**config.mk**
```make
export PLATFORM = sky130hd
export DESIGN_NAME = port_b_low_and_cas_pin_mux
export DESIGN_NICKNAME = d
export VERILOG_FILES = /design/src/shared/pin_mux_pkg.sv /design/src/shared/pin_sel_if.sv /design/src/rtl/port_b_low_and_cas_pin_mux.sv /design/src/rtl/pin_mux_regs.sv
export SDC_FILE = /design/constraint.sdc
export NUM_CORES = 1
export LEC_CHECK = 0
export BUFFER_PORTS_ARGS = -buffer_cell sky130_fd_sc_hd__buf_4
export CAP_MARGIN = 20
export CORE_AREA = 2 2 96 98
export DETAILED_ROUTE_END_ITERATION = 8
export DIE_AREA = 0 0 98 100
export PLACE_DENSITY = 0.7
export SLEW_MARGIN = 10
export SYNTH_ARGS = -nofsm -noshare
export SYNTH_HDL_FRONTEND = slang
export SYNTH_SLANG_ARGS = --single-unit
```
**constraint.sdc**
```tcl
create_clock -name mclk_i -period 2.55 [get_ports mclk_i]
set_clock_uncertainty 0.2 [all_clocks]
set_input_delay 0.3825 -clock mclk_i [delete_from_list [all_inputs] [get_ports mclk_i]]
set_output_delay 0.3825 -clock mclk_i [all_outputs]
set_load 0.01 [all_outputs]
```
**src/shared/pin_mux_pkg.sv**
```systemverilog
// package for the port b low / strobe pin function multiplexer
// assumes a 32-bit apb slave with one aligned word per register
package pin_mux_pkg;
   // ----------------------------------------
   // register map (byte addresses)
   // ----------------------------------------
   localparam logic [11:0] port_b_low_sel_off = 12'h000; // port b low selection
   localparam logic [11:0] strobe_sel_off = 12'h004; // strobe pin selection
   // ----------------------------------------
   // reset values
   // ----------------------------------------
   localparam logic [15:0] port_b_low_sel_rst = 16'h0000; // all pins general i/o
   localparam logic [3:0] strobe_sel_rst = 4'h5; // both fields select chip select
   localparam logic [11:0] strobe_unused_val = 12'hFFF; // unused bits read one
   // ----------------------------------------
   // field positions
   // ----------------------------------------
   localparam int strobe_hi_pos = 14; // upper strobe field
   localparam int strobe_lo_pos = 12; // lower strobe field
   localparam int strobe_field_lsb = 12; // lowest stored bit
   // ----------------------------------------
   // selection codes
   // ----------------------------------------
   typedef enum logic [1:0]
   {
      sel_gpio = 2'h0,
      sel_alt1 = 2'h1,
      sel_alt2 = 2'h2,
      sel_pattern = 2'h3
   } pin_sel_t;
   localparam logic [1:0] strobe_chip_sel = 2'h1; // chip select function
   localparam logic [1:0] strobe_col_sel = 2'h2; // column strobe function
endpackage

```
**src/shared/pin_sel_if.sv**
```systemverilog
// carries the pin selection fields from the register file to the mux
// assumes both ends sit on the same clock
`timescale 1ns/10ps
`default_nettype none
interface pin_sel_if;
   logic [15:0] port_b_sel; // two bits per port b pin
   logic [1:0] strobe_hi_sel; // upper strobe pin field
   logic [1:0] strobe_lo_sel; // lower strobe pin field
   modport regs (output port_b_sel, output strobe_hi_sel, output strobe_lo_sel);
   modport mux (input port_b_sel, input strobe_hi_sel, input strobe_lo_sel);
endinterface
`default_nettype wire

```
**src/rtl/port_b_low_and_cas_pin_mux.sv**
```systemverilog
// top of the port b low and strobe pin function multiplexer
// assumes peripherals on mclk_i; pad inputs are synchronised here
//
// Notes on behaviour
// - pb7: gpio, clock d, t4 cmp b, pattern
// - pb6: gpio, clock c, t4 cmp a, pattern
// - pb5: gpio, reserved, t4 capcomp b, pattern
// - pb4: gpio, reserved, t4 capcomp a, pattern
// - pb3: gpio, reserved, t3 capcomp b, pattern
// - pb2: gpio, reserved, t3 capcomp a, pattern
// - pb1: gpio, reserved, t2 capcomp b, pattern
// - pb0: gpio, reserved, capcomp, pattern
// - port b fields reset to gpio
// - upper strobe: 01 chip select, 10 column strobe
// - lower strobe: 01 chip select, 10 column strobe
//
// The APB slave port and the register addresses were decided locally.
`timescale 1ns/10ps
`default_nettype none
module port_b_low_and_cas_pin_mux
(
   // clock and reset
   input wire logic mclk_i,
   input wire logic rst_i,
   // apb slave
   input wire logic psel_i,
   input wire logic penable_i,
   input wire logic pwrite_i,
   input wire logic [11:0] paddr_i,
   input wire logic [31:0] pwdata_i,
   output logic [31:0] prdata_o,
   output logic pready_o,
   output logic pslverr_o,
   // general i/o port side
   input wire logic [7:0] gpio_out_i,
   input wire logic [7:0] gpio_oe_n_i,
   output logic [7:0] gpio_in_o,
   // timer unit side, one bit per pin 0..5
   input wire logic [5:0] timer_out_i,
   input wire logic [5:0] timer_oe_n_i,
   output logic [5:0] timer_capture_o,
   output logic timer_ext_clock_c_o,
   output logic timer_ext_clock_d_o,
   input wire logic timer4_compare_out_a_i,
   input wire logic timer4_compare_out_b_i,
   // timing pattern unit side
   input wire logic [7:0] pattern_out_i,
   // bus controller strobes, active low
   input wire logic chip_select_one_n_i,
   input wire logic chip_select_three_n_i,
   input wire logic col_strobe_high_n_i,
   input wire logic col_strobe_low_n_i,
   // port b low pads, enables active low
   input wire logic [7:0] pb_pad_i,
   output logic [7:0] pb_pad_o,
   output logic [7:0] pb_pad_oe_n_o,
   // strobe pads, active low outputs
   output logic strobe_hi_pad_n_o,
   output logic strobe_lo_pad_n_o
);
   pin_sel_if sel_bus(); // selection fields
   logic [7:0] pad_meta_r; // first sync stage
   logic [7:0] pad_sync_r; // second sync stage
   logic [7:0] pb_out_nxt; // pad data before the flops
   logic [7:0] pb_oe_n_nxt; // pad enable before the flops
   logic [5:0] cap_nxt; // capture inputs before the flops
   logic hi_nxt; // upper strobe before the flop
   logic lo_nxt; // lower strobe before the flop
   logic [7:0] tmr_drive; // timer drive per pin, compare outputs on 6,7
   logic [7:0] tmr_oe_n; // timer enables, compare pins always driven

   // ----------------------------------------
   // register file
   // ----------------------------------------
   pin_mux_regs u_regs
   (
      .mclk_i(mclk_i),
      .rst_i(rst_i),
      .psel_i(psel_i),
      .penable_i(penable_i),
      .pwrite_i(pwrite_i),
      .paddr_i(paddr_i),
      .pwdata_i(pwdata_i),
      .prdata_o(prdata_o),
      .pready_o(pready_o),
      .pslverr_o(pslverr_o),
      .sel(sel_bus)
   );

   // ----------------------------------------
   // pad input synchroniser
   // ----------------------------------------
   always_ff @(posedge mclk_i)
   begin
      if (rst_i)
      begin
         pad_meta_r <= 8'h00;
         pad_sync_r <= 8'h00;
      end
      else
      begin
         pad_meta_r <= pb_pad_i;
         pad_sync_r <= pad_meta_r;
      end
   end

   // field of one pin
   function automatic logic [1:0] field_of(input logic [15:0] v, input int idx);
      field_of = v[2*idx +: 2];
   endfunction

   // strobe field decode, reserved codes park the pin high (inactive)
   function automatic logic strobe_pick(input logic [1:0] f, input logic cs_n,
                                        input logic cas_n);
      if (f == pin_mux_pkg::strobe_chip_sel)
         strobe_pick = cs_n;
      else if (f == pin_mux_pkg::strobe_col_sel)
         strobe_pick = cas_n;
      else
         strobe_pick = 1'b1;
   endfunction

   // widened to eight pins so every pin index of the loop stays in range
   assign tmr_drive = {timer4_compare_out_b_i, timer4_compare_out_a_i, timer_out_i};
   assign tmr_oe_n = {2'h0, timer_oe_n_i};

   // ----------------------------------------
   // port b output select
   // ----------------------------------------
   // reserved codes release the pad: undefined use, safest as input
   always_comb
   begin
      pb_out_nxt = 8'h00;
      pb_oe_n_nxt = 8'hFF;
      for (int i = 0; i < 8; i++)
      begin
         case (pin_mux_pkg::pin_sel_t'(field_of(sel_bus.port_b_sel, i)))
            pin_mux_pkg::sel_gpio:
            begin
               pb_out_nxt[i] = gpio_out_i[i];
               pb_oe_n_nxt[i] = gpio_oe_n_i[i];
            end
            pin_mux_pkg::sel_alt1:
            begin
               // clock inputs on pins 6,7, reserved elsewhere
               pb_out_nxt[i] = 1'b0;
               pb_oe_n_nxt[i] = 1'b1;
            end
            pin_mux_pkg::sel_alt2:
            begin
               pb_out_nxt[i] = tmr_drive[i];
               pb_oe_n_nxt[i] = tmr_oe_n[i];
            end
            pin_mux_pkg::sel_pattern:
            begin
               pb_out_nxt[i] = pattern_out_i[i];
               pb_oe_n_nxt[i] = 1'b0;
            end
            default:
            begin
               pb_out_nxt[i] = 1'b0;
               pb_oe_n_nxt[i] = 1'b1;
            end
         endcase
      end
   end

   // capture inputs only see the pad when selected
   always_comb
   begin
      cap_nxt = 6'h00;
      for (int i = 0; i < 6; i++)
         if (field_of(sel_bus.port_b_sel, i) == 2'h2)
            cap_nxt[i] = pad_sync_r[i];
   end

   assign hi_nxt = strobe_pick(sel_bus.strobe_hi_sel, chip_select_one_n_i,
                               col_strobe_high_n_i);
   assign lo_nxt = strobe_pick(sel_bus.strobe_lo_sel, chip_select_three_n_i,
                               col_strobe_low_n_i);

   // ----------------------------------------
   // output flops, one cycle from select to pad
   // ----------------------------------------
   always_ff @(posedge mclk_i)
   begin
      if (rst_i)
      begin
         pb_pad_o <= 8'h00;
         pb_pad_oe_n_o <= 8'hFF;
         strobe_hi_pad_n_o <= 1'b1;
         strobe_lo_pad_n_o <= 1'b1;
      end
      else
      begin
         pb_pad_o <= pb_out_nxt;
         pb_pad_oe_n_o <= pb_oe_n_nxt;
         strobe_hi_pad_n_o <= hi_nxt;
         strobe_lo_pad_n_o <= lo_nxt;
      end
   end

   // peripheral inputs from the synchronised pads
   always_ff @(posedge mclk_i)
   begin
      if (rst_i)
      begin
         gpio_in_o <= 8'h00;
         timer_capture_o <= 6'h00;
         timer_ext_clock_c_o <= 1'b0;
         timer_ext_clock_d_o <= 1'b0;
      end
      else
      begin
         gpio_in_o <= pad_sync_r;
         timer_capture_o <= cap_nxt;
         timer_ext_clock_c_o <= (field_of(sel_bus.port_b_sel, 6) == 2'h1) && pad_sync_r[6];
         timer_ext_clock_d_o <= (field_of(sel_bus.port_b_sel, 7) == 2'h1) && pad_sync_r[7];
      end
   end
endmodule
`default_nettype wire

```
**src/rtl/pin_mux_regs.sv**
```systemverilog
// apb register file for the two selection registers
// assumes a well-behaved apb master on the same clock
`timescale 1ns/10ps
`default_nettype none
module pin_mux_regs
(
   // clock and reset
   input wire logic mclk_i,
   input wire logic rst_i,
   // apb slave
   input wire logic psel_i,
   input wire logic penable_i,
   input wire logic pwrite_i,
   input wire logic [11:0] paddr_i,
   input wire logic [31:0] pwdata_i,
   output logic [31:0] prdata_o,
   output logic pready_o,
   output logic pslverr_o,
   // selection fields
   pin_sel_if.regs sel
);
   logic [15:0] port_b_low_select_reg_r; // port b low selection
   logic [3:0] strobe_select_reg_r; // stored strobe fields only
   logic wr_en; // write strobe in access phase
   logic hit_pb; // port b register addressed
   logic hit_st; // strobe register addressed

   // ----------------------------------------
   // decode
   // ----------------------------------------
   assign hit_pb = (paddr_i == pin_mux_pkg::port_b_low_sel_off);
   assign hit_st = (paddr_i == pin_mux_pkg::strobe_sel_off);
   assign wr_en = psel_i && penable_i && pwrite_i;
   // zero wait states keeps the master simple
   assign pready_o = 1'b1;
   // unmapped address flagged in access phase
   assign pslverr_o = psel_i && penable_i && !(hit_pb || hit_st);

   // port b selection register
   always_ff @(posedge mclk_i)
   begin
      if (rst_i)
         port_b_low_select_reg_r <= pin_mux_pkg::port_b_low_sel_rst;
      else if (wr_en && hit_pb)
         port_b_low_select_reg_r <= pwdata_i[15:0];
   end

   // strobe selection register, low bits are not stored
   always_ff @(posedge mclk_i)
   begin
      if (rst_i)
         strobe_select_reg_r <= pin_mux_pkg::strobe_sel_rst;
      else if (wr_en && hit_st)
         strobe_select_reg_r <= pwdata_i[pin_mux_pkg::strobe_field_lsb +: 4];
   end

   // read data registered in setup phase
   always_ff @(posedge mclk_i)
   begin
      if (rst_i)
         prdata_o <= 32'h0000_0000;
      else if (psel_i && !penable_i && !pwrite_i)
      begin
         if (hit_pb)
            prdata_o <= {16'h0000, port_b_low_select_reg_r};
         else if (hit_st)
            prdata_o <= {16'h0000, strobe_select_reg_r,
                         pin_mux_pkg::strobe_unused_val};
         else
            prdata_o <= 32'h0000_0000;
      end
   end

   assign sel.port_b_sel = port_b_low_select_reg_r;
   // stored bits sit at the field positions less the lowest stored bit
   assign sel.strobe_hi_sel = strobe_select_reg_r[pin_mux_pkg::strobe_hi_pos -
                                                  pin_mux_pkg::strobe_field_lsb +: 2];
   assign sel.strobe_lo_sel = strobe_select_reg_r[pin_mux_pkg::strobe_lo_pos -
                                                  pin_mux_pkg::strobe_field_lsb +: 2];
endmodule
`default_nettype wire

```
; ---- After elaboration in Yosys (flattened, before gate mapping)
; Index checks and enable logic that the tools add are counted.
[word_totals]
out_inout_bits = 68
reg_bits = 102
[op_classes]
muxes = 22
bitwise = 6
n_reduce_logical = 30
eq_ne = 29
[ops]
columns = op, count
row1 = case mux 1 bit (4 select lines), 14
row2 = "== test 2 bit, second input constant", 18
row3 = 2-to-1 mux 32 bit, 1
row4 = "== test 2 x 1 -> 1 bit, second input constant", 10
row5 = logical NOT 2 bit, 8
row6 = 2-to-1 mux 16 bit, 1
row7 = OR reduction 2 bit, 8
row8 = "== test 12 x 3 -> 1 bit, second input constant", 1
row9 = logical NOT 12 bit, 1
row10 = logical AND 1 bit, 9
row11 = NOT 1 bit, 6
row12 = case mux 1 bit (3 select lines), 2
row13 = 2-to-1 mux 1 bit, 4
row14 = logical NOT 1 bit, 3
row15 = logical OR 1 bit, 1

; ---- Depth between registers and ports, before layout
[logic_depth]
depth_word = 4
ltp_mapped = 6
ltp_nobuf = 3

; ---- Cells and area by module
; Synthesis repeated with hierarchy kept, for this count alone.
[unflattened]
hier_cells = 321
area_unflattened_um2 = 3362.0
[modules_own_cells]
columns = mod, instances, area_per_inst_um2, cells_each, seq_area_each_um2
row1 = pin_mux_regs, 1, 1694.1, 168, 720.7
row2 = port_b_low_and_cas_pin_mux, 1, 1667.8, 153, 1001.0

; ---- Worst setup path after synthesis
; Ideal clock, no wire load.
[synth_path]
kind = in2reg
startpoint = input paddr_i[6]
endpoint = register u_regs.port_b_low_select_reg_r[10], in the netlist u_regs.sel.port_b_sel[10]
required_ns = 2.278
setup_slack_ns = 0.390
arrival_ns = 1.888
path_buffers = 1
cell_stages = 4
setup_ns = 0.072
path_cell_list = or4_4 -> nor4_4 -> buf_6 -> mux2i_1
[synth_via]
elab_chain_len = 2
[synth_lines]
columns = element, line_no
row1 = from (decl), port_b_low_and_cas_pin_mux.sv:29  ; input wire logic [11:0] paddr_i,
row2 = logical NOT 12 bit, pin_mux_regs.sv:31  ; assign hit_pb = (paddr_i == pin_mux_pkg::port_b_low_sel_off);
row3 = logical AND 1 bit, pin_mux_regs.sv:44  ; else if (wr_en && hit_pb)
row4 = to (signal assigned), pin_mux_regs.sv:43  ; port_b_low_select_reg_r <= pin_mux_pkg::port_b_low_sel_rst;
row5 = to (signal assigned), pin_mux_regs.sv:45  ; port_b_low_select_reg_r <= pwdata_i[15:0];
row6 = to (decl), pin_mux_regs.sv:22  ; logic [15:0] port_b_low_select_reg_r;
; Every way passes these cells.
; A chain may end at the register's enable or synchronous reset.

; ---- Worst setup path in the final report
[layout_path]
startpoint = input paddr_i[6]
endpoint = output pslverr_o
[layout_via]
elab_chain_len = 4
[layout_lines]
columns = element, line_no
row1 = == test 12 x 3 -> 1 bit or logical NOT 12 bit (tied branches), "pin_mux_regs.sv:32, pin_mux_regs.sv:31"
row2 = logical OR 1 bit *, pin_mux_regs.sv:37  ; assign pslverr_o = psel_i && penable_i && !(hit_pb || hit_st);
row3 = logical NOT 1 bit *, pin_mux_regs.sv:37
row4 = logical AND 1 bit *, pin_mux_regs.sv:37
row5 = to (decl), port_b_low_and_cas_pin_mux.sv:33  ; output logic pslverr_o,
; Mark *: on every way between the ends. The rest lies on a longest branch, timed or not.

==> flow_metrics.tcl <==
set metrics [dict create \
    outcome "complete, no violations" \
    grt_pass1_vias 2642 \
    synth_area_per_cell_um2 10.6 \
    clk_latency_ns 0.34 \
    min-delay-start "pb_pad_i[7]" \
    path_max_fanout 4 \
    cpMostUsedCell "buf_4" \
    crit_path_end_kind "output port" \
    worstSetupPathType "in -> out" \
    final_common_cell "buf_4" \
    clockBufferDepth 2 \
    slowest_delay_ns 0.58 \
    rr_worst_depth 3 \
    ios 167 \
    cp_top_family "simple AND/OR/NAND/NOR gates" \
    arrival_ns 1.58 \
    die_h_um 100 \
    synthToLayoutAreaGrowth_pct 36.1 \
    setup_viol 0 \
    r2r_setup_slack_ns 1.31 \
    drive_above_1_share_pct 38.6 \
    reg2reg_to "pb_pad_oe_n_o[4]$_SDFF_PP1_" \
    via_per_inst 4.56 \
    fin_tns_setup_ns 0 \
    worst_pin_slew_ns 0.708 \
    start_kind "input pin" \
    synth_edf_count 0 \
    place_congestion 0.714 \
    min_to "pad_meta_r[7]$_SDFF_PP0_" \
    pwr-share-seq_pct 53.4 \
    grt_use_total_pct 15.7 \
    ys_warn_count 0 \
    port_buffers 133 \
    critPathBufInv 2 \
    antenna_left 0 \
    crit_path_top_delay_cell "or4_4" \
    vias 2600 \
    leakage_uw 0.00200 \
    maxSlewViolCount 0 \
    first_pass_iters 4 \
    yosys_most_used_dff "dfxtp_1" \
    cts_resized 0 \
    cap_viol_max_count 0 \
    grt_overflow_total 0 \
    syn_area_mm2 0.00340 \
    dieWidth_um 98 \
    remaining_drc_errors 0 \
    clk_pin_slew_ns 0.09 \
    p_total_uw 2580 \
    r2r_start "u_regs.sel.port_b_sel[8]$_SDFFE_PP0P_" \
    cts_made_buffers 9 \
    switching_power_uw 582 \
    path_cells "buf_4, or4_4, o311a_1, buf_4" \
    cts_tree "yes" \
    power.share.clock_pct 36.9 \
    final_cell_mix "138 x buf_4, 86 x dfxtp_1, 40 x nand2b_1" \
    peakVddDrop_uv 313 \
    initial_core_util_pct 38.3 \
    dpl.hpwl_mm 5.29 \
    coreArea_mm2 0.00889 \
    synth-async-reset-ratio_pct 0 \
    rows 35 \
    synthDistinctLibCells 28 \
    clockRootBuffer "clkbuf_8" \
    synth_cells 322 \
    routed_wl_mm 7.48 \
    cellInternalPower_uw 2000 \
    antenna_found_initial 0 \
    h-tree-depth 3 \
    nNetsFinal 553 \
    ys_ff_latch 86 \
    worstPathRequired_ns 1.97 \
    n_antenna_cell 0 \
    sw_frac_of_total_pct 22.6 \
    min_period_ns 2.16 \
    grt_pass1_wl_mm 12.5 \
    power_frac_comb_pct 9.7 \
    hold_depth 2 \
    cts_sinks 86 \
    hold_violations 0 \
    slew_headroom_pct 52.8 \
    wire_per_inst_um 13.1 \
    rsz0062_at_grt "no" \
    die_area_mm2 0.00980 \
    drt_iter0_drc 33 \
    fin_crit_sh_pct 84.9 \
    fmax_ghz 0.462 \
    seq_area_frac_synth_pct 50.6 \
    grt_max_degree 82 \
    post_cts_buffers 0 \
    powerDensity_mw_per_mm2 557 \
    hold_class "in -> reg" \
    postCtsHoldBufs 0 \
]
-- logic make-up (layout without fill, tap and decap cells) --
family          Yosys count  count (layout)  share of synthesized area, %
simple gates            135             135                          24.1
flops                    86              86                          50.6
compound gates           35              35                          9.63
mux                      32              32                          9.41
buf+inv                  32             154                          6.06
other cells               2              17                         0.221
-- Yosys cell counts (all sizes together), types with 2 or more instances --
cell type / n / share of area [%]
nor3b: 3 / 0.66
nor2: 29 / 3.2
a21oi: 8 / 1.2
or2: 8 / 1.5
buf: 21 / 4.9
conb: 2 / 0.22
dfxtp: 86 / 51
mux2i: 32 / 9.4
o21a: 8 / 1.8
nor2b: 24 / 4.4
nand3: 8 / 1.2
nor4: 2 / 0.99
nand2b: 40 / 7.4
o2bb2ai: 16 / 6.0
and3b: 8 / 2.1
clkbuf: 11 / 1.2
nor3: 6 / 0.88
o21bai: 2 / 0.44
or4: 3 / 0.99
-- power groups by stage --
| stage | Combinational, µW | Clock (µW) | Sequential (µW) |
|---|---|---|---|
| global route | 278 | 1050 | 1380 |
| detailed placement | 253 | 0 | 1410 |
| global placement | 247 | 0 | 1410 |
| floorplan | 118 | 0 | 1420 |
| finish | 251 | 952 | 1380 |
| CTS | 255 | 986 | 1380 |
-- registers in the layout, indices dropped and copies added (netlist names) --
signal and count:
u_regs.prdata_o 16, u_regs.sel.port_b_sel 16, gpio_in_o 8, pad_meta_r 8
pad_sync_r 8, pb_pad_o 8, pb_pad_oe_n_o 8, timer_capture_o 6
u_regs.strobe_select_reg_r 4, strobe_hi_pad_n_o 1, strobe_lo_pad_n_o 1, timer_ext_clock_c_o 1
timer_ext_clock_d_o 1
-- how the worst max path moves through the flow --
stage | start | end | slack [ns] | depth (start not counted)
3_3_place_gp | paddr_i[6] | u_regs.prdata_o[1]$_SDFFE_PP0P_ | 0.32 | 4
6_report | paddr_i[6] | pslverr_o | 0.39 | 4
5_1_grt | paddr_i[6] | pslverr_o | 0.36 | 4
3_5_place_dp | paddr_i[6] | u_regs.prdata_o[1]$_SDFFE_PP0P_ | 0.28 | 4
2_1_floorplan | paddr_i[6] | u_regs.sel.port_b_sel[10]$_SDFFE_PP0P_ | 0.39 | 4
4_1_cts | paddr_i[6] | pslverr_o | 0.38 | 4
-- layout make-up --
class | count | area, µm²
clock buffers | 11 | 141
clock inverters | 5 | 58.8
fillers | 843 | 4260
multi-input cells | 219 | 1540
flip-flops and latches | 86 | 1720
well taps | 111 | 139
repair buffers | 138 | 1040
-- layer usage --
layer	GRT usage [%]	share of wire (%)
met3	4.11	7.1
met1	19.9	44
met5	0	0
met4	5.45	1.7
met2	26.1	47
-- through the flow --
step	instance area, µm²	hold slack (ns)	setup slack [ns]	instances	util (%)
CTS	4630	0.0318	0.382	570	52.1
floorplan	3460	0.214	0.390	337	-
finish	4630	0.0490	0.385	570	52.1
detailed placement	4430	0.226	0.284	554	49.9
global placement	4430	0.218	0.316	554	49.9
global route	4630	0.0305	0.364	570	52.1
Note: power is estimated with default switching activity, not from simulation.
